### src/rtl/fwd_class_pkg.sv
/*
  Shared constants and carriers for the forwarding and classification
  register bank: offsets, reset values, write masks, field positions.
  Assumes a single core clock domain and a word-wide register port.
*/
package fwd_class_pkg;

  localparam int NUM_REGS = 9;
  localparam int NUM_PORTS = 6;

  // Register indices into the bank
  localparam int IDX_UNICAST = 0;
  localparam int IDX_BROADCAST = 1;
  localparam int IDX_MULTICAST = 2;
  localparam int IDX_RESERVED_ADDR = 3;
  localparam int IDX_PKT_ID = 4;
  localparam int IDX_TAG_PRIO = 5;
  localparam int IDX_SERVICE_PRIO = 6;
  localparam int IDX_FORCE_UNTAG = 7;
  localparam int IDX_INGRESS_FILTER = 8;

  localparam logic [7:0] OFF_UNICAST = 8'h19;
  localparam logic [7:0] OFF_BROADCAST = 8'h1a;
  localparam logic [7:0] OFF_MULTICAST = 8'h1b;
  localparam logic [7:0] OFF_RESERVED_ADDR = 8'h1c;
  localparam logic [7:0] OFF_PKT_ID = 8'h1d;
  localparam logic [7:0] OFF_TAG_PRIO = 8'h1e;
  localparam logic [7:0] OFF_SERVICE_PRIO = 8'h1f;
  localparam logic [7:0] OFF_FORCE_UNTAG = 8'h20;
  localparam logic [7:0] OFF_INGRESS_FILTER = 8'h21;

  localparam logic [NUM_REGS-1:0][7:0] REG_OFFSETS = {
    OFF_INGRESS_FILTER, OFF_FORCE_UNTAG, OFF_SERVICE_PRIO, OFF_TAG_PRIO,
    OFF_PKT_ID, OFF_RESERVED_ADDR, OFF_MULTICAST, OFF_BROADCAST, OFF_UNICAST};

  // Bit 15 reads one, field and group bits one, reserved group gaps zero
  localparam logic [15:0] REG_RESET = 16'hffd5;
  localparam logic [15:0] MASK_PORTMAP = 16'h7fd5;
  localparam logic [15:0] MASK_PKT_ID = 16'hffd5;

  localparam int PORT_FIELD_LO = 9;
  localparam int PORT_FIELD_HI = 14;

  localparam int BIT_MLD_SEL = 15;
  localparam int BIT_NO_VLAN_AFTER_SNAP = 14;
  localparam int BIT_NO_IPV6_IN_PPPOE = 13;
  localparam int BIT_NO_IP_PPPOE_SNAP = 12;
  localparam int BIT_NO_IPV6_BY_VERSION = 11;
  localparam int BIT_NO_IP_IN_PPPOE = 10;
  localparam int BIT_NO_SNAP = 9;

  localparam logic [7:0] MLD_HDR_CLEAR = 8'h01;
  localparam logic [7:0] MLD_HDR_SET = 8'h3a;
  localparam logic [15:0] ETHERTYPE_IP = 16'h0800;
  localparam logic [3:0] IP_VERSION_4 = 4'h4;
  localparam logic [3:0] IP_VERSION_6 = 4'h6;

  typedef struct packed {
    logic wr;
    logic rd;
    logic [7:0] addr;
    logic [15:0] wdata;
  } reg_req_s;

  typedef struct packed {
    logic valid;
    logic [15:0] ethertype;
    logic [3:0] ip_version;
  } frame_hdr_s;

endpackage

### src/rtl/port_forwarding_classification_regs.sv
/*
  Forwarding-group, destination portmap, per-port priority and filter
  enables, and packet identification options of a six-port switch.
  Assumes the management side drives a synchronous word-wide register
  port on the core clock; one access per cycle.
*/
// Summary of operation
// - Bits 8,7,6,4,2,0 of every register are writable group flags for ports 5..0.
// - Group flags reset to one, and bits 5,3,1 always read zero.
// - Offset 0x19 holds the unicast portmap in 14:9, reset all ones, bit 15 fixed.
// - Offset 0x1a holds the broadcast portmap in 14:9, reset all ones.
// - Offset 0x1b holds the multicast portmap in 14:9, with a loosely printed reset.
// - Offset 0x1c holds the reserved-address portmap in 14:9, reset all ones.
// - Bit 15 of 0x1d picks the MLD header value, 01 when clear and 3a when set.
// - Bits 14 and 9 of 0x1d switch off VLAN-after-SNAP and SNAP recognition.
// - Bit 13 of 0x1d switches off IPv6-in-PPPoE recognition.
// - Bits 12 and 10 of 0x1d switch off IP-in-PPPoE after SNAP and generally.
// - With bit 11 of 0x1d clear, IP ethertype with version 6 counts as IPv6.
// - Bits 14:9 of 0x1e enable tag priority per port, reset all ones.
// - Bits 14:9 of the service register enable TOS or class priority per port.
// - Bits 14:9 of the force-untag register enable forced untagging per port.
// - Bits 14:9 of the ingress filter register enable filtering per port.
`timescale 1ns/1ps
`default_nettype none
module port_forwarding_classification_regs (
  // Clock and reset
  input wire logic clk,
  input wire logic reset,
  // Register port
  input wire fwd_class_pkg::reg_req_s req,
  output logic [15:0] rd_data,
  output logic rd_valid,
  // Forwarding group membership, one row per register
  output logic [8:0][5:0] fwd_group,
  // Destination portmaps
  output logic [5:0] unicast_map,
  output logic [5:0] broadcast_map,
  output logic [5:0] multicast_map,
  output logic [5:0] reserved_addr_map,
  // Per-port enables
  output logic [5:0] tag_prio_en,
  output logic [5:0] service_prio_en,
  output logic [5:0] force_untag_en,
  output logic [5:0] ingress_filter_en,
  // Packet identification options, high means recognise
  output logic [7:0] mld_header,
  output logic vlan_after_snap_en,
  output logic ipv6_in_pppoe_en,
  output logic ip_pppoe_after_snap_en,
  output logic ip_in_pppoe_en,
  output logic snap_en,
  // Frame classification
  input wire fwd_class_pkg::frame_hdr_s frame,
  output logic class_valid,
  output logic frame_is_ipv4,
  output logic frame_is_ipv6
);
  import fwd_class_pkg::*;

  logic [NUM_REGS-1:0] hit;
  logic [NUM_REGS-1:0][15:0] reg_value;
  logic [NUM_REGS-1:0][15:0] read_term;
  logic [15:0] next_rd_data;
  logic [15:0] pkt_opts;

  genvar gi;
  generate
    for (gi = 0; gi < NUM_REGS; gi++) begin : g_reg
      localparam logic [15:0] MASK = (gi == IDX_PKT_ID) ? MASK_PKT_ID : MASK_PORTMAP;
      assign hit[gi] = req.addr == REG_OFFSETS[gi];
      // Masked write keeps fixed bits constant
      field_reg #(
        .RESET_VALUE(REG_RESET),
        .WRITE_MASK(MASK)
      ) u_reg (
        .clk(clk),
        .reset(reset),
        .wr_en(req.wr && hit[gi]),
        .wdata(req.wdata),
        .value(reg_value[gi])
      );
      // Group flags gathered port 5 down to port 0
      assign fwd_group[gi] = {reg_value[gi][8], reg_value[gi][7], reg_value[gi][6],
                              reg_value[gi][4], reg_value[gi][2], reg_value[gi][0]};
      assign read_term[gi] = hit[gi] ? reg_value[gi] : 16'h0000;
    end
  endgenerate

  // Unmapped addresses read zero
  always_comb begin
    next_rd_data = 16'h0000;
    for (int i = 0; i < NUM_REGS; i++) begin
      next_rd_data = next_rd_data | read_term[i];
    end
  end

  always_ff @(posedge clk or posedge reset) begin
    if (reset) begin
      rd_data <= 16'h0000;
      rd_valid <= 1'b0;
    end else begin
      rd_valid <= req.rd;
      if (req.rd) begin
        rd_data <= next_rd_data;
      end
    end
  end

  // Per-port fields, bit 9 plus n is port n
  assign unicast_map = reg_value[IDX_UNICAST][PORT_FIELD_HI:PORT_FIELD_LO];
  assign broadcast_map = reg_value[IDX_BROADCAST][PORT_FIELD_HI:PORT_FIELD_LO];
  assign multicast_map = reg_value[IDX_MULTICAST][PORT_FIELD_HI:PORT_FIELD_LO];
  assign reserved_addr_map = reg_value[IDX_RESERVED_ADDR][PORT_FIELD_HI:PORT_FIELD_LO];
  assign tag_prio_en = reg_value[IDX_TAG_PRIO][PORT_FIELD_HI:PORT_FIELD_LO];
  assign service_prio_en = reg_value[IDX_SERVICE_PRIO][PORT_FIELD_HI:PORT_FIELD_LO];
  assign force_untag_en = reg_value[IDX_FORCE_UNTAG][PORT_FIELD_HI:PORT_FIELD_LO];
  assign ingress_filter_en = reg_value[IDX_INGRESS_FILTER][PORT_FIELD_HI:PORT_FIELD_LO];

  // Option bits 14:9 are disables and bit 15 selects the MLD header; other outputs are recognise enables
  assign pkt_opts = reg_value[IDX_PKT_ID];
  assign mld_header = pkt_opts[BIT_MLD_SEL] ? MLD_HDR_SET : MLD_HDR_CLEAR;
  assign vlan_after_snap_en = !pkt_opts[BIT_NO_VLAN_AFTER_SNAP];
  assign snap_en = !pkt_opts[BIT_NO_SNAP];
  assign ipv6_in_pppoe_en = !pkt_opts[BIT_NO_IPV6_IN_PPPOE];
  assign ip_pppoe_after_snap_en = !pkt_opts[BIT_NO_IP_PPPOE_SNAP];
  assign ip_in_pppoe_en = !pkt_opts[BIT_NO_IP_IN_PPPOE];

  frame_classifier u_class (
    .clk(clk),
    .reset(reset),
    .frame(frame),
    .ipv6_by_version_off(pkt_opts[BIT_NO_IPV6_BY_VERSION]),
    .class_valid(class_valid),
    .is_ipv4(frame_is_ipv4),
    .is_ipv6(frame_is_ipv6)
  );

  // Checks
  logic any_hit;
  logic [5:0] field_reset;
  logic [5:0] group_reset;
  assign any_hit = |hit;
  // Reset images of one per-port field and one group row
  assign field_reset = REG_RESET[PORT_FIELD_HI:PORT_FIELD_LO];
  assign group_reset = {REG_RESET[8], REG_RESET[7], REG_RESET[6], REG_RESET[4], REG_RESET[2],
                        REG_RESET[0]};

  a_group_write: assert property (@(posedge clk) disable iff (reset)
    (req.wr && req.addr == OFF_RESERVED_ADDR) |=>
      fwd_group[IDX_RESERVED_ADDR] == {$past(req.wdata[8]), $past(req.wdata[7]),
        $past(req.wdata[6]), $past(req.wdata[4]), $past(req.wdata[2]), $past(req.wdata[0])})
    else $error("group flags did not follow write");

  a_gap_bits_zero: assert property (@(posedge clk) disable iff (reset)
    (req.rd && any_hit) |=> (rd_valid && rd_data[5] == 1'b0 && rd_data[3] == 1'b0
      && rd_data[1] == 1'b0))
    else $error("reserved gap bits read nonzero");

  a_unicast_write: assert property (@(posedge clk) disable iff (reset)
    (req.wr && req.addr == OFF_UNICAST) |=> unicast_map == $past(req.wdata[14:9]))
    else $error("unicast map did not follow write");

  a_fixed_top_bit: assert property (@(posedge clk) disable iff (reset)
    (req.rd && req.addr == OFF_UNICAST) |=> rd_data[15] == 1'b1)
    else $error("fixed bit 15 changed");

  a_broadcast_write: assert property (@(posedge clk) disable iff (reset)
    (req.wr && req.addr == OFF_BROADCAST) |=> broadcast_map == $past(req.wdata[14:9]))
    else $error("broadcast map did not follow write");

  a_multicast_hold: assert property (@(posedge clk) disable iff (reset)
    !(req.wr && req.addr == OFF_MULTICAST) |=> $stable(multicast_map))
    else $error("multicast map changed without write");

  a_reserved_map: assert property (@(posedge clk) disable iff (reset)
    (req.wr && req.addr == OFF_RESERVED_ADDR) |=>
      reserved_addr_map == $past(req.wdata[14:9]))
    else $error("reserved map did not follow write");

  a_mld_value: assert property (@(posedge clk) disable iff (reset)
    (req.wr && req.addr == OFF_PKT_ID) |=>
      mld_header == ($past(req.wdata[BIT_MLD_SEL]) ? MLD_HDR_SET : MLD_HDR_CLEAR))
    else $error("mld header wrong after write");

  a_snap_disable: assert property (@(posedge clk) disable iff (reset)
    (req.wr && req.addr == OFF_PKT_ID && req.wdata[9]) |=> !snap_en)
    else $error("snap recognised while disabled");

  a_pppoe_ipv6: assert property (@(posedge clk) disable iff (reset)
    (req.wr && req.addr == OFF_PKT_ID) |=> ipv6_in_pppoe_en == !$past(req.wdata[13]))
    else $error("ipv6 in pppoe enable wrong");

  a_ipv6_class: assert property (@(posedge clk) disable iff (reset)
    (frame.valid && frame.ethertype == ETHERTYPE_IP && frame.ip_version == IP_VERSION_6)
      |=> (class_valid && frame_is_ipv6 == !$past(pkt_opts[BIT_NO_IPV6_BY_VERSION])))
    else $error("ipv6 classification wrong");

  a_ingress_filter: assert property (@(posedge clk) disable iff (reset)
    (req.wr && req.addr == OFF_INGRESS_FILTER) |=>
      ingress_filter_en == $past(req.wdata[PORT_FIELD_HI:PORT_FIELD_LO]))
    else $error("ingress filter field lost");

  a_multicast_write: assert property (@(posedge clk) disable iff (reset)
    (req.wr && req.addr == OFF_MULTICAST) |=>
      multicast_map == $past(req.wdata[PORT_FIELD_HI:PORT_FIELD_LO]))
    else $error("multicast map did not follow write");

  a_tag_prio_write: assert property (@(posedge clk) disable iff (reset)
    (req.wr && req.addr == OFF_TAG_PRIO) |=>
      tag_prio_en == $past(req.wdata[PORT_FIELD_HI:PORT_FIELD_LO]))
    else $error("tag priority enables did not follow write");

  a_service_write: assert property (@(posedge clk) disable iff (reset)
    (req.wr && req.addr == OFF_SERVICE_PRIO) |=>
      service_prio_en == $past(req.wdata[PORT_FIELD_HI:PORT_FIELD_LO]))
    else $error("service priority enables did not follow write");

  a_untag_write: assert property (@(posedge clk) disable iff (reset)
    (req.wr && req.addr == OFF_FORCE_UNTAG) |=>
      force_untag_en == $past(req.wdata[PORT_FIELD_HI:PORT_FIELD_LO]))
    else $error("force untag enables did not follow write");

  a_vlan_snap: assert property (@(posedge clk) disable iff (reset)
    (req.wr && req.addr == OFF_PKT_ID) |=>
      vlan_after_snap_en == !$past(req.wdata[BIT_NO_VLAN_AFTER_SNAP]))
    else $error("vlan after snap enable wrong");

  a_snap_enable: assert property (@(posedge clk) disable iff (reset)
    (req.wr && req.addr == OFF_PKT_ID && !req.wdata[BIT_NO_SNAP]) |=> snap_en)
    else $error("snap not recognised while enabled");

  a_pppoe_snap: assert property (@(posedge clk) disable iff (reset)
    (req.wr && req.addr == OFF_PKT_ID) |=>
      ip_pppoe_after_snap_en == !$past(req.wdata[BIT_NO_IP_PPPOE_SNAP]))
    else $error("ip in pppoe after snap enable wrong");

  a_pppoe_ip: assert property (@(posedge clk) disable iff (reset)
    (req.wr && req.addr == OFF_PKT_ID) |=>
      ip_in_pppoe_en == !$past(req.wdata[BIT_NO_IP_IN_PPPOE]))
    else $error("ip in pppoe enable wrong");

  a_ipv4_class: assert property (@(posedge clk) disable iff (reset)
    (frame.valid && frame.ethertype == ETHERTYPE_IP && frame.ip_version == IP_VERSION_4)
      |=> (class_valid && frame_is_ipv4 && !frame_is_ipv6))
    else $error("ipv4 classification wrong");

  a_other_type: assert property (@(posedge clk) disable iff (reset)
    (frame.valid && frame.ethertype != ETHERTYPE_IP) |=>
      (!frame_is_ipv4 && !frame_is_ipv6))
    else $error("non ip frame classified as ip");

  a_class_pulse: assert property (@(posedge clk) disable iff (reset)
    1'b1 |=> class_valid == $past(frame.valid))
    else $error("class valid not one cycle after frame valid");

  a_class_hold: assert property (@(posedge clk) disable iff (reset)
    !frame.valid |=> ($stable(frame_is_ipv4) && $stable(frame_is_ipv6)))
    else $error("classification changed without a frame");

  a_read_pulse: assert property (@(posedge clk) disable iff (reset)
    1'b1 |=> rd_valid == $past(req.rd))
    else $error("read valid not one cycle after read strobe");

  a_read_hold: assert property (@(posedge clk) disable iff (reset)
    !req.rd |=> $stable(rd_data))
    else $error("read data changed without a read");

  a_unmapped_read: assert property (@(posedge clk) disable iff (reset)
    (req.rd && !any_hit) |=> rd_data == 16'h0000)
    else $error("unmapped offset read nonzero");

  a_fixed_top_all: assert property (@(posedge clk) disable iff (reset)
    (req.rd && any_hit && req.addr != OFF_PKT_ID) |=> rd_data[15] == 1'b1)
    else $error("fixed bit 15 read wrong");

  a_reset_maps: assert property (@(posedge clk)
    $fell(reset) |-> (unicast_map == field_reset && broadcast_map == field_reset
      && multicast_map == field_reset && reserved_addr_map == field_reset))
    else $error("portmap not at reset value");

  a_reset_enables: assert property (@(posedge clk)
    $fell(reset) |-> (tag_prio_en == field_reset && service_prio_en == field_reset
      && force_untag_en == field_reset && ingress_filter_en == field_reset))
    else $error("port enables not at reset value");

  a_reset_options: assert property (@(posedge clk)
    $fell(reset) |-> (mld_header == MLD_HDR_SET && !vlan_after_snap_en && !ipv6_in_pppoe_en
      && !ip_pppoe_after_snap_en && !ip_in_pppoe_en && !snap_en))
    else $error("identification options not at reset value");

  a_reset_groups: assert property (@(posedge clk)
    $fell(reset) |-> fwd_group == {NUM_REGS{group_reset}})
    else $error("group flags not at reset value");

  a_reset_read: assert property (@(posedge clk)
    $fell(reset) |-> (!rd_valid && !class_valid && rd_data == 16'h0000))
    else $error("read or class outputs not cleared by reset");

  // Per-register checks on group flags, gap bits and untouched registers
  for (gi = 0; gi < NUM_REGS; gi++) begin : g_chk
    a_row_group: assert property (@(posedge clk) disable iff (reset)
      (req.wr && hit[gi]) |=> fwd_group[gi] == {$past(req.wdata[8]), $past(req.wdata[7]),
        $past(req.wdata[6]), $past(req.wdata[4]), $past(req.wdata[2]), $past(req.wdata[0])})
      else $error("row group flags did not follow write");
    a_row_hold: assert property (@(posedge clk) disable iff (reset)
      !(req.wr && hit[gi]) |=> $stable(reg_value[gi]))
      else $error("register changed without a write");
    a_row_gaps: assert property (@(posedge clk) disable iff (reset)
      (req.wr && hit[gi]) |=> {reg_value[gi][5], reg_value[gi][3], reg_value[gi][1]} == 3'b000)
      else $error("gap bits took written value");
  end

endmodule
`default_nettype wire

### src/rtl/field_reg.sv
/*
  One 16-bit configuration register with a per-bit write mask.
  Masked-off bits are constant and read back their reset value.
*/
`timescale 1ns/1ps
`default_nettype none
module field_reg #(
  parameter logic [15:0] RESET_VALUE = 16'h0000,
  parameter logic [15:0] WRITE_MASK = 16'hffff
) (
  // Clock and reset
  input wire logic clk,
  input wire logic reset,
  // Write side
  input wire logic wr_en,
  input wire logic [15:0] wdata,
  // Current contents
  output logic [15:0] value
);

  logic [15:0] q;
  wire logic [15:0] next_q = wr_en ? (wdata & WRITE_MASK) : q;

  always_ff @(posedge clk or posedge reset) begin
    if (reset) begin
      q <= RESET_VALUE & WRITE_MASK;
    end else begin
      q <= next_q;
    end
  end

  assign value = q | (RESET_VALUE & ~WRITE_MASK);

endmodule
`default_nettype wire

### src/rtl/frame_classifier.sv
/*
  Registers an IP version classification of a received header.
  Assumes the header fields are valid in the cycle frame.valid is high.
*/
`timescale 1ns/1ps
`default_nettype none
module frame_classifier (
  // Clock and reset
  input wire logic clk,
  input wire logic reset,
  // Header in
  input wire fwd_class_pkg::frame_hdr_s frame,
  input wire logic ipv6_by_version_off,
  // Result
  output logic class_valid,
  output logic is_ipv4,
  output logic is_ipv6
);
  import fwd_class_pkg::*;

  wire logic ip_type = frame.ethertype == ETHERTYPE_IP;
  wire logic next_ipv4 = ip_type && frame.ip_version == IP_VERSION_4;
  wire logic next_ipv6 = ip_type && frame.ip_version == IP_VERSION_6 && !ipv6_by_version_off;

  always_ff @(posedge clk or posedge reset) begin
    if (reset) begin
      class_valid <= 1'b0;
      is_ipv4 <= 1'b0;
      is_ipv6 <= 1'b0;
    end else begin
      class_valid <= frame.valid;
      if (frame.valid) begin
        is_ipv4 <= next_ipv4;
        is_ipv6 <= next_ipv6;
      end
    end
  end

endmodule
`default_nettype wire

### config.mk
export PLATFORM = sky130hd
export DESIGN_NAME = port_forwarding_classification_regs
export DESIGN_NICKNAME = d
export VERILOG_FILES = /design/src/rtl/fwd_class_pkg.sv /design/src/rtl/port_forwarding_classification_regs.sv /design/src/rtl/field_reg.sv /design/src/rtl/frame_classifier.sv
export SDC_FILE = /design/constraint.sdc
export NUM_CORES = 1
export LEC_CHECK = 0
export BUFFER_PORTS_ARGS = -buffer_cell sky130_fd_sc_hd__buf_4
export CAP_MARGIN = 10
export CORE_UTILIZATION = 56
export CTS_CLUSTER_DIAMETER = 80
export DETAILED_ROUTE_END_ITERATION = 8
export PLACE_DENSITY = 0.93
export SYNTH_ARGS = -nofsm -noshare
export SYNTH_HDL_FRONTEND = slang
export SYNTH_SLANG_ARGS = --single-unit
export TNS_END_PERCENT = 5
### constraint.sdc
create_clock -name clk -period 10.22 [get_ports clk]
set_clock_uncertainty 0.2 [all_clocks]
set_input_delay 3.066 -clock clk [delete_from_list [all_inputs] [get_ports clk]]
set_output_delay 3.066 -clock clk [all_outputs]
set_load 0.05 [all_outputs]
==> results of run 1 <==
-- logic make-up (layout without fill, tap and decap cells) --
family | after synthesis | count (layout) | share of synthesized area [%]
buf+inv | 56 | 218 | 5.48
flops | 126 | 126 | 53.6
simple gates | 81 | 81 | 7.76
other cells | 1 | 6 | 0.0611
mux | 139 | 139 | 25.9
compound gates | 61 | 61 | 7.27
-- report_power, final --
part	switching, mW	internal (mW)
combinational	0.155	0.0723
sequential	0.0208	0.541
clock	0.218	0.432
total	0.394	1.05
-- cell usage after synthesis (all sizes together) (3+ instances only) --
cell type and number:
o21ai 4, a21oi 7, buf 39, and3 4, o22ai 5, clkbuf 6, nand2 14, inv 10
mux2i 20, nand4 5, a31oi 9, nor2b 4, nand3 11, a22oi 7, dfstp 109, nand2b 4
nor2 20, a32o 3, a221oi 10, dfrtp 17, nor3 8, nor4b 5, mux2 118
-- registers in the layout (all words and copies together), names as in the netlist --
signal	flops
u_class.is_ipv4	1
g.u_reg.q	96
u_class.class_valid	1
rd_data	13
g.u_reg.value	13
u_class.is_ipv6	1
rd_valid	1
-- final timing paths --
check	from	endpoint	slack, ns	depth (start not counted)
max	req[21]	g_reg[4].u_reg.value[7]$_DFFE_PP1P_	4.50	5
min	u_class.is_ipv6$_DFFE_PP0P_	u_class.is_ipv6$_DFFE_PP0P_	0.33	2
max reg2reg	g_reg[5].u_reg.q[13]$_DFFE_PP1P_	rd_data[13]$_DFFE_PP0P_	8.55	5
max in group asynchronous	reset	rd_data[6]$_DFFE_PP0P_	6.02	3
min reg2reg	u_class.is_ipv6$_DFFE_PP0P_	u_class.is_ipv6$_DFFE_PP0P_	0.33	2
min in group asynchronous	reset	u_class.class_valid$_DFF_PP0_	2.44	2
-- layer usage --
layer | share of wire, % | up-vias
met2 | 47 | 305
met3 | 11 | 62
met5 | 0 | -
met4 | 3.7 | 0
met1 | 38 | 2342
li1 | - | 1999
-- area by class of cell --
class	count	area (um^2)	share of cell area (%)
Sequential cell	126	3290	41.2
Clock inverter	11	188	2.35
Multi-Input combinational cell	287	2530	31.7
Timing Repair Buffer	175	1310	16.4
Clock buffer	21	449	5.62
Tap cell	136	170	2.13
Inverter	11	43.8	0.548
-- worst min-delay path: cells and delay by family, from the launching register on --
kind,cells,cell delay [ns]
and+or+nand+nor,1,0.07
DFF,1,0.37
AOI/OAI and AO/OA,1,0.05
-- per-stage QoR --
step	power [mW]	hold WS [ns]	cells	util (%)
floorplan	0.720	0.355	469	-
global placement	0.789	0.284	735	70.3
detailed placement	0.794	0.310	735	70.3
CTS	1.44	0.323	767	76.4
global route	1.48	0.341	767	76.4
finish	1.44	0.326	767	76.4
-- placed cells by master, fill, tap and decap left out, drive strengths merged, types with 3 or more instances in the layout --
cell      instances
nand4             5
a22oi             7
a221oi           10
a21oi             7
dfstp           109
bufinv            5
nor4b             5
buf             175
nand2            14
mux2i            20
nand2b            4
nor2             20
o22ai             5
a31oi             9
clkinv            4
nor2b             4
and3              4
o21ai             4
dfrtp            17
clkinvlp          3
nor3              8
clkbuf           21
inv              10
a32o              3
nand3            11
mux2            118
conb              6
==> parameters.txt, run 1 <==
Parameter                              Value

Critical path
  Critical path data required time ... approximately 10 ns
  Type of element launching the critical path ... primary input
  Crit path max fanout ... 20
  Crit path largest cell delay ... 1.05 ns
  Type of the worst setup path ... primary input to flop
  Number of buffer and inverter instances along the worst setup path ... 1
  Family with the most delay on the worst path ... simple AND/OR/NAND/NOR gates
  CP max stage cell ... sky130_fd_sc_hd__nand4_1
  Data arrival time of the worst path ... 5.97 ns
  Worst path cell trace ... buf_4, nor4b_4, and2_1, nand4_1, mux2_2
  Critical Path Sink Type ... flop

Die
  Chip Height ... 107 um
  Starting utilization of the core area ... 58.7%
  Die Area ... 11,400 um^2
  I/O pin total ... 184
  Horiz. Die Dim ... around 110 um
  Placeable core area ... between 10,000 and 15,000 um^2
  Placement Rows ... 37

Drt
  DRC viols ... 0
  Total vias in the final route ... 4,708
  TritonRoute pass-1 iters ... 5
  Iteration-0 DRC Markers ... 247
  Number of vias per cell after detailed routing ... just over 6
  Detailed-route wire length ... 17.4 mm
  Detail Route Antenna Nets ... 0
  Average wire length per cell after detail routing ... 22.7 um

Timing
  Number of pins exceeding their max-slew limit in the final report ... 0
  Maximum clock frequency ... approximately 0.17 GHz
  Setup-failing EPs final ... 0
  Final-layout setup total negative slack ... 0 ns
  Final hold violations ... 0
  Setup repair after global routing missed its margin ... no
  Slack of the critical path ... 4.50 ns
  Minimum period implied by the final worst setup slack ... approximately 5.7 ns
  Tcrit/Tclk final ... 55.9%
  Pin slew with the least headroom to its limit ... about 1.1 ns
  Max transition margin ... 26.5%

Placement
  Placement Setup Slack ... between 4 and 5 ns
  Post-place instance area ... 7350 um^2
  Weighted congestion reported at the end of routability-driven placement ... about 0.80
  Count of input and output buffers ... around 170
  Total half-perimeter wirelength after legalization and detailed placement ... 11.2 mm

Yosys
  Sequential fraction of the synthesis area ... 53.6%
  Post-synthesis register bit count ... 126
  Synthesis warning total ... 0
  Cells after synthesis ... 464
  Synth async-reset ratio ... 100%
  Dominant synthesized flop cell ... sky130_fd_sc_hd__dfstp_2
  Summed instance area of the synthesized netlist ... around 6100 um^2
  Area fraction of the dominant cell type after synthesis ... 46.6%
  Library cell with the largest summed area after synthesis ... sky130_fd_sc_hd__dfstp_2
  Number of enable flip-flop cells after synthesis ... 0
  Unique masters post-synth ... 51
  Avg Cell Area, Syn ... around 13 um^2
  Top area cells in the synthesized netlist ... sky130_fd_sc_hd__dfstp_2 (47%), sky130_fd_sc_hd__mux2_2 (20%), sky130_fd_sc_hd__dfrtp_1 (6.9%)

Power
  Leakage power ... about 3.6 nW
  Worst supply voltage drop on vdd ... 0.0924 mV
  Total power divided by cell area ... 180 nW/um^2

Global routing
  Global route hottest layer ... met2
  Global-route met2 utilization ... 50.4%
  Total grt overflow ... 0
  GRT Overall Usage ... 32.1%
  Global-route wire length before repair ... 26.6 mm
  Met1 GRT Util ... 39.4%
  Initial antenna violation count ... 0
  Met3 demand-to-capacity share in global routing ... 11.1%
  Largest net degree at the start of global routing ... 70
  Via count of the first global-routing pass ... 4,778

Clock network
  Number of buffers created by CTS ... 17
  Buffer depth of the longest clock path ... 2
  Number of levels in the clock H-tree ... 4
  CTS Root Cell ... sky130_fd_sc_hd__clkbuf_8
  Number of gates resized after CTS ... 0
  Number of sinks driven by the clock tree ... 126
  Clock-pin transition on the worst setup and hold timing paths ... 0.06 ns
  CTS hold repair buffers ... 0
  Worst skew pair latency ... 0.54 ns
  Clock tree from TritonCTS ... built
  Setup bufs post-CTS ... 0

Finish
  Final Instance Area ... around 8000 um^2
  Fraction of layout cells with a size suffix above 1 ... roughly 70%
  Total number of nets in the final design ... approximately 670
  Growth of design area from synthesis to finish ... 30.1%
  Number of inserted filler cells in the final layout ... 644
  # diodes ... 0

Flow run
  Max Cap Viol ... 0

Status
  Run status ... finished clean

Hold path
  Hold crit path type ... flop to flop
Note: power is estimated with default switching activity, not from simulation.
==> run 2, diff against run 1 <==
--- a/config.mk
+++ b/config.mk
@@ -7,10 +7,10 @@
 export LEC_CHECK = 0
 export BUFFER_PORTS_ARGS = -buffer_cell sky130_fd_sc_hd__buf_4
 export CAP_MARGIN = 10
-export CORE_UTILIZATION = 56
+export CORE_UTILIZATION = 47
 export CTS_CLUSTER_DIAMETER = 80
 export DETAILED_ROUTE_END_ITERATION = 8
-export PLACE_DENSITY = 0.93
+export PLACE_DENSITY = 0.84
 export SYNTH_ARGS = -nofsm -noshare
 export SYNTH_HDL_FRONTEND = slang
 export SYNTH_SLANG_ARGS = --single-unit
==> constraint.sdc (replaced) <==
create_clock -name clk -period 4.8 [get_ports clk]
set_clock_uncertainty 0.2 [all_clocks]
set_input_delay 1.44 -clock clk [delete_from_list [all_inputs] [get_ports clk]]
set_output_delay 1.44 -clock clk [all_outputs]
set_load 0.05 [all_outputs]
==> parameters.txt, run 2 (synthesis results as in run 1) <==
Parameter                              Value

Status
  Run status ... finished clean

Timing
  Number of pins exceeding their max-slew limit in the final report ... 0 (unchanged)
  Maximum clock frequency ... around 0.29 GHz
  Setup-failing EPs final ... 0 (unchanged)
  Pin slew with the least headroom to its limit ... 0.729 ns (-0.370 ns)
  Final-layout setup total negative slack ... 0 ns (unchanged)
  Max transition margin ... 51.3% (+25 points)
  Setup repair after global routing missed its margin ... no
  Final-layout worst hold slack ... 0.294 ns (-0.0316 ns)
  Minimum period implied by the final worst setup slack ... approximately 3.5 ns
  Tcrit/Tclk final ... 72.6%
  Slack of the critical path ... 1.31 ns (-3.19 ns)
  Final hold violations ... 0 (unchanged)

Die
  I/O pin total ... 184 (unchanged)
  Placement Rows ... 41 (+11%)
  Horiz. Die Dim ... 116 um (+9.0%)
  Starting utilization of the core area ... 48.5% (-10 points)
  Chip Height ... 116 um (+9.0%)
  Die Area ... 13,500 um^2 (+19%)
  Placeable core area ... 12,700 um^2 (+21%)

Drt
  Total met2 wirelength after detailed routing ... 8.77 mm (+6.1%)
  TritonRoute pass-1 iters ... 6 (+1)
  DRC viols ... 0 (unchanged)
  Detailed-route wire length on metal 1 ... 7.00 mm (+5.7%)
  Detail Route Antenna Nets ... 0 (unchanged)
  Total vias in the final route ... 4,579 (-2.7%)
  Highest Signal Layer ... met4
  Number of vias per cell after detailed routing ... 5.65 (-7.9%)
  Detailed-route wire length ... 17.5 mm (+0.60%)
  Met3 WL ... 1.38 mm (-26%)
  Average wire length per cell after detail routing ... 21.6 um (-4.7%)
  Iteration-0 DRC Markers ... 259 (+4.9%)

Critical path
  Data arrival time of the worst path ... 3.62 ns (-2.35 ns)
  FF-to-FF path depth ... 5 (unchanged)
  CP max stage cell ... sky130_fd_sc_hd__nand3_2
  Worst path cell trace ... buf_4, nor4b_4, nand2_2, nor3b_4, nand3_2, mux2_4
  Type of element launching the critical path ... primary input
  Critical Path Sink Type ... flop
  Critical path data required time ... 4.93 ns (-5.55 ns)
  Worst r2r src ... g_reg[1].u_reg.q[7]$_DFFE_PP1P_
  Crit path max fanout ... 15 (-25%)
  Type of the worst setup path ... primary input to flop
  Worst-case register-to-register setup slack ... 3.12 ns (-5.43 ns)
  Crit path largest cell delay ... 0.55 ns (-0.50 ns)
  Worst flop-to-flop path endpoint ... rd_data[7]$_DFFE_PP0P_

Global routing
  Initial antenna violation count ... 0 (unchanged)
  Global-route wire length before repair ... 26.0 mm (-2.2%)
  Total grt overflow ... 0 (unchanged)
  GRT Overall Usage ... 26.7% (-5.4 points)
  Via count of the first global-routing pass ... 4,727 (-1.1%)
  Largest net degree at the start of global routing ... 127 (+81%)

Placement
  Total half-perimeter wirelength after legalization and detailed placement ... 11.5 mm (+2.8%)
  Weighted congestion reported at the end of routability-driven placement ... 0.780 (-2.5%)
  Placement Setup Slack ... 0.947 ns (-3.10 ns)
  Number of cells after detailed placement ... 778 (+5.9%)
  Count of input and output buffers ... 174 (unchanged)

Clock network
  Worst skew pair latency ... 0.41 ns (-0.13 ns)
  Number of sinks driven by the clock tree ... 126 (unchanged)
  Clock-pin transition on the worst setup and hold timing paths ... 0.05 ns (about the same)
  CTS Root Cell ... sky130_fd_sc_hd__clkbuf_16
  Buffer depth of the longest clock path ... 2 (unchanged)
  CTS hold repair buffers ... 0 (unchanged)
  Clock tree from TritonCTS ... built
  Setup bufs post-CTS ... 0 (unchanged)
  Number of gates resized after CTS ... 0 (unchanged)
  Number of levels in the clock H-tree ... 4 (unchanged)
  Number of buffers created by CTS ... 17 (unchanged)

Power
  Total power divided by cell area ... 369 nW/um^2 (+110%)
  Leakage power ... 3.66 nW (+0.56%)
  Post-layout total power ... 2.98 mW (+110%)
  Worst supply voltage drop on vdd ... 0.215 mV (+130%)

Hold path
  Min-delay src ... u_class.is_ipv6$_DFFE_PP0P_
  Hold crit path type ... flop to flop
  Count of cells along the worst hold path ... 2 (unchanged)
  Hold Crit Endpoint ... u_class.is_ipv6$_DFFE_PP0P_

Finish
  Final Non-Filler Cells ... 810 (+5.6%)
  Total number of nets in the final design ... 674 (+1.0%)
  Growth of design area from synthesis to finish ... 31.2%
  Highest-count cells in the layout ignoring fill and taps ... sky130_fd_sc_hd__buf_4 (181), sky130_fd_sc_hd__dfstp_2 (109), sky130_fd_sc_hd__mux2_2 (108)
  # diodes ... 0 (unchanged)
  Number of inserted filler cells in the final layout ... 975 (+51%)
  Fraction of layout cells with a size suffix above 1 ... 70.4% (-0.15 points)
  Register with the most flip-flops ... g.u_reg.q
  Flip-flop count of the largest register after layout ... 96 (unchanged)
  Most frequent standard cell in the layout excluding fill and tap cells ... sky130_fd_sc_hd__buf_4

Flow run
  Max Cap Viol ... 0 (unchanged)
[run 2: layer usage]
layer  vias up  GRT usage [%]
met5         -              0
met3        36           8.04
met4         0           11.6
met2       218           44.4
li1       2005              -
met1      2320           32.1
[run 2: area by class of cell]
class / instances / area, um^2 / share of cell area (%)
flip-flops and latches: 126 / 3290 / 40.8
clock inverters: 7 / 113 / 1.40
well taps: 172 / 215 / 2.67
multi-input cells: 287 / 2530 / 31.4
clock buffers: 25 / 485 / 6.02
repair buffers: 182 / 1380 / 17.1
inverters: 11 / 45.0 / 0.559
[run 2: worst max-delay path, delay by kind of cell]
kind                   cells  cell delay (ns)
buffers and inverters      1             0.12
muxes                      1             0.50
and+or+nand+nor            4             1.55
[run 2: per-stage QoR]
stage,util [%],instance area [um^2]
after detailed placement,58.9,7460
after CTS,63.6,8060
after global routing,63.6,8060
after global placement,58.9,7460
after floorplan,-,6160
final,63.6,8060
[run 2: worst max-delay path by stage]
| stage | startpoint | to | depth (start not counted) |
|---|---|---|---|
| floorplan | reset | rd_data[0]$_DFFE_PP0P_ | 1 |
| global placement | req[21] | g_reg[2].u_reg.q[6]$_DFFE_PP1P_ | 6 |
| detailed placement | req[21] | g_reg[2].u_reg.q[11]$_DFFE_PP1P_ | 6 |
| CTS | req[21] | g_reg[2].u_reg.q[11]$_DFFE_PP1P_ | 6 |
| global route | req[21] | g_reg[2].u_reg.q[0]$_DFFE_PP1P_ | 6 |
| finish | req[21] | g_reg[2].u_reg.q[0]$_DFFE_PP1P_ | 6 |
[run 2: power breakdown]
| group | switching [mW] | internal, mW | leakage (nW) |
|---|---|---|---|
| registers | 0.0442 | 1.15 | 1.34 |
| clock network | 0.440 | 0.856 | 0.291 |
| logic | 0.329 | 0.156 | 2.03 |
==> run 3, diff against run 2 <==
--- a/config.mk
+++ b/config.mk
@@ -5,12 +5,13 @@
 export SDC_FILE = /design/constraint.sdc
 export NUM_CORES = 1
 export LEC_CHECK = 0
+export ABC_AREA = 1
 export BUFFER_PORTS_ARGS = -buffer_cell sky130_fd_sc_hd__buf_4
 export CAP_MARGIN = 10
 export CORE_UTILIZATION = 47
 export CTS_CLUSTER_DIAMETER = 80
 export DETAILED_ROUTE_END_ITERATION = 8
-export PLACE_DENSITY = 0.84
+export PLACE_DENSITY = 0.83
 export SYNTH_ARGS = -nofsm -noshare
 export SYNTH_HDL_FRONTEND = slang
 export SYNTH_SLANG_ARGS = --single-unit
==> constraint.sdc (replaced) <==
create_clock -name clk -period 3 [get_ports clk]
set_clock_uncertainty 0.2 [all_clocks]
set_input_delay 0.9 -clock clk [delete_from_list [all_inputs] [get_ports clk]]
set_output_delay 0.9 -clock clk [all_outputs]
set_load 0.05 [all_outputs]
==> parameters.txt, run 3 <==
Parameter                              Value

Yosys
  Synth Area in XOR/XNOR ... 0% (unchanged)
  Cells after synthesis ... 755 (+63%)
  Area fraction of the dominant cell type after synthesis ... 45.0% (-1.6 points)
  Post-synthesis register bit count ... 126 (unchanged)
  Arithmetic-cell share of the synthesized area counting full adders, half adders and majority gates ... 0% (unchanged)
  Simple-gate area share of the yosys netlist ... 29.4% (+22 points)
  Sequential fraction of the synthesis area ... 51.7% (-1.8 points)
  Dominant synthesized flop cell ... sky130_fd_sc_hd__dfstp_2
  Dominant combinational cell family by area after synthesis ... simple AND/OR/NAND/NOR gates
  Summed instance area of the synthesized netlist ... 6360 um^2 (+3.5%)
  Proportion of synthesized area in mux cells ... 0% (-26 points)
  Library cell with the largest summed area after synthesis ... sky130_fd_sc_hd__dfstp_2
  Unique masters post-synth ... 30 (-41%)
  Compound-gate portion of the synthesized area ... 9.13% (+1.9 points)
  Number of enable flip-flop cells after synthesis ... 0 (unchanged)
  Synth async-reset ratio ... 100% (unchanged)
  Top area cells in the synthesized netlist ... sky130_fd_sc_hd__dfstp_2 (45%), sky130_fd_sc_hd__nand2_1 (10%), sky130_fd_sc_hd__nand3_1 (7.7%)
  Synthesis warning total ... 0 (unchanged)
  Most used standard cells in the synthesized netlist ... sky130_fd_sc_hd__nand2_1 (177), sky130_fd_sc_hd__dfstp_2 (109), sky130_fd_sc_hd__nand3_1 (98), sky130_fd_sc_hd__o21ai_0 (83), sky130_fd_sc_hd__nor2_1 (68)
  Avg Cell Area, Syn ... 8.42 um^2 (-36%)
  Top-count cell post-synth ... sky130_fd_sc_hd__nand2_1

Drt
  Met3 WL ... 1.65 mm (+20%)
  Average wire length per cell after detail routing ... 17.4 um (-20%)
  Total met2 wirelength after detailed routing ... 8.80 mm (+0.32%)
  DRC viols ... 0 (unchanged)
  Number of vias per cell after detailed routing ... 5.26 (-7.0%)
  Detailed-route wire length ... 19.1 mm (+8.9%)
  Highest Signal Layer ... met4
  Iteration-0 DRC Markers ... 398 (+54%)
  Total vias in the final route ... 5,771 (+26%)
  Detailed-route wire length on metal 1 ... 8.01 mm (+14%)
  Detail Route Antenna Nets ... 0 (unchanged)
  TritonRoute pass-1 iters ... 8 (+2)

Power
  Worst supply voltage drop on vdd ... 0.410 mV (+91%)
  Total power divided by cell area ... 562 nW/um^2 (+52%)
  Leakage power ... 3.74 nW (+2.3%)

Hold path
  Count of cells along the worst hold path ... 2 (unchanged)
  Hold crit path type ... flop to flop

Global routing
  Global-route wire length before repair ... 30.3 mm (+16%)
  Via count of the first global-routing pass ... 5,428 (+15%)
  Initial antenna violation count ... 0 (unchanged)
  GRT Overall Usage ... 28.6% (+1.9 points)
  Total grt overflow ... 0 (unchanged)
  Largest net degree at the start of global routing ... 41 (-68%)

Critical path
  FF-to-FF path depth ... 6 (+1)
  Crit path max fanout ... 6 (-9)
  Critical path data required time ... 1.90 ns (-3.03 ns)
  Critical Path Sink Type ... output pin
  Type of the worst setup path ... flop to output pin
  Type of element launching the critical path ... flop
  Data arrival time of the worst path ... 1.28 ns (-2.34 ns)

Placement
  Weighted congestion reported at the end of routability-driven placement ... 0.884 (+13%)
  Count of input and output buffers ... 174 (unchanged)
  Number of cells after detailed placement ... 1,066 (+37%)
  Total half-perimeter wirelength after legalization and detailed placement ... 13.4 mm (+17%)

Clock network
  Clock tree from TritonCTS ... built
  Clock-pin transition on the worst setup and hold timing paths ... 0.06 ns (about the same)
  Number of levels in the clock H-tree ... 4 (unchanged)
  Setup bufs post-CTS ... 0 (unchanged)
  Number of sinks driven by the clock tree ... 126 (unchanged)
  Number of gates resized after CTS ... 0 (unchanged)
  Worst skew pair latency ... 0.42 ns (about the same)
  Number of buffers created by CTS ... 17 (unchanged)
  Buffer depth of the longest clock path ... 2 (unchanged)
  CTS hold repair buffers ... 0 (unchanged)
  CTS Root Cell ... sky130_fd_sc_hd__clkbuf_16

Die
  I/O pin total ... 184 (unchanged)
  Die Area ... 14,000 um^2 (+3.5%)
  Horiz. Die Dim ... 118 um (+1.7%)
  Chip Height ... 118 um (+1.7%)
  Placement Rows ... 42 (+2.4%)
  Placeable core area ... 13,200 um^2 (+4.5%)
  Starting utilization of the core area ... 48.0% (-0.45 points)

Finish
  Most frequent standard cell in the layout excluding fill and tap cells ... sky130_fd_sc_hd__buf_4
  Total number of nets in the final design ... 958 (+42%)
  # diodes ... 0 (unchanged)
  Growth of design area from synthesis to finish ... 29.4%
  Flip-flop count of the largest register after layout ... 96 (unchanged)
  Final Non-Filler Cells ... 1,098 (+36%)
  Register with the most flip-flops ... g.u_reg.q
  Fraction of layout cells with a size suffix above 1 ... 40.1% (-30 points)
  Highest-count cells in the layout ignoring fill and taps ... sky130_fd_sc_hd__buf_4 (181), sky130_fd_sc_hd__nand2_1 (177), sky130_fd_sc_hd__dfstp_2 (109)

Timing
  Tcrit/Tclk final ... around 79%
  Pin slew with the least headroom to its limit ... 0.717 ns (-0.0126 ns)
  Final-layout setup total negative slack ... 0 ns (unchanged)
  Maximum clock frequency ... about 0.42 GHz
  Number of pins exceeding their max-slew limit in the final report ... 0 (unchanged)
  Final hold violations ... 0 (unchanged)
  Max transition margin ... 52.1% (+0.84 points)
  Setup repair after global routing missed its margin ... no
  Minimum period implied by the final worst setup slack ... 2.38 ns
  Setup-failing EPs final ... 0 (unchanged)

Status
  Run status ... finished clean

Flow run
  Max Cap Viol ... 0 (unchanged)
-- run 3: changes by cell type in the layout (fill, tap and decap cells not counted), moves of 13 or more --
| cell | previous run | this run |
|---|---|---|
| sky130_fd_sc_hd__nor2_1 | 20 | 68 |
| sky130_fd_sc_hd__o21ai_0 | 4 | 83 |
| sky130_fd_sc_hd__nand2_1 | 11 | 177 |
| sky130_fd_sc_hd__nand3_1 | 10 | 98 |
| sky130_fd_sc_hd__inv_1 | 9 | 65 |
| sky130_fd_sc_hd__o21ai_1 | 0 | 26 |
| sky130_fd_sc_hd__mux2i_1 | 20 | 0 |
| sky130_fd_sc_hd__or2_2 | 1 | 14 |
| sky130_fd_sc_hd__mux2_2 | 108 | 0 |
-- run 3: cell type report --
class / instances / area, um^2
Tap cell: 176 / 220
Inverter: 67 / 255
Timing Repair Buffer: 185 / 1440
Clock buffer: 25 / 485
Fill cell: 1170 / 5020
Clock inverter: 7 / 62.6
Sequential cell: 126 / 3290
Multi-Input combinational cell: 512 / 2470
-- run 3: worst max-delay path: stages, from the launching register on --
cell                      delay [ns]
sky130_fd_sc_hd__dfstp_2        0.58
sky130_fd_sc_hd__inv_1          0.08
sky130_fd_sc_hd__buf_4          0.19
-- run 3: layer usage --
| metal | global-route usage (%) | vias up |
|---|---|---|
| li1 | - | 2720 |
| met4 | 12.0 | 0 |
| met5 | 0 | - |
| met2 | 43.7 | 292 |
| met3 | 7.34 | 38 |
| met1 | 38.7 | 2721 |
-- run 3: final timing paths --
| kind | from | endpoint | slack (ns) |
|---|---|---|---|
| setup / recovery | g_reg[4].u_reg.value[15]$_DFFE_PP1P_ | mld_header[0] | 0.62 |
| hold / removal | g_reg[7].u_reg.q[14]$_DFFE_PP1P_ | g_reg[7].u_reg.q[14]$_DFFE_PP1P_ | 0.28 |
| setup reg to reg | g_reg[3].u_reg.q[0]$_DFFE_PP1P_ | rd_data[0]$_DFFE_PP0P_ | 1.67 |
| hold reg to reg | g_reg[7].u_reg.q[14]$_DFFE_PP1P_ | g_reg[7].u_reg.q[14]$_DFFE_PP1P_ | 0.28 |
| max in group asynchronous | reset | g_reg[5].u_reg.q[13]$_DFFE_PP1P_ | 1.53 |
| min in group asynchronous | reset | rd_data[8]$_DFFE_PP0P_ | 0.40 |
-- run 3: power by group --
part           internal [mW]  total (mW)  switching, mW  leakage (nW)
Clock                   1.20        1.93          0.735         0.271
Sequential              1.84        1.92         0.0753          1.34
Combinational          0.220       0.772          0.551          2.13
Total                   3.26        4.62           1.36          3.74
-- run 3: through the flow --
| stage | setup slack, ns | total power, mW | instance area [um^2] | hold WS [ns] | utilization, % |
|---|---|---|---|---|---|
| 2_1_floorplan | 0.436 | 2.45 | 6380 | 0.258 | - |
| 3_3_place_gp | 0.380 | 2.70 | 7680 | 0.269 | 58.0 |
| 3_5_place_dp | 0.331 | 2.71 | 7680 | 0.276 | 58.0 |
| 4_1_cts | 0.600 | 4.64 | 8230 | 0.288 | 62.1 |
| 5_1_grt | 0.565 | 4.78 | 8230 | 0.298 | 62.1 |
| 6_report | 0.622 | 4.62 | 8230 | 0.285 | 62.1 |
-- run 3: kinds of logic after synthesis --
family,Yosys count
buffers and inverters,122
flip-flops,126
AO/OA/AOI/OAI,113
AND/OR/NAND/NOR,393
other,1
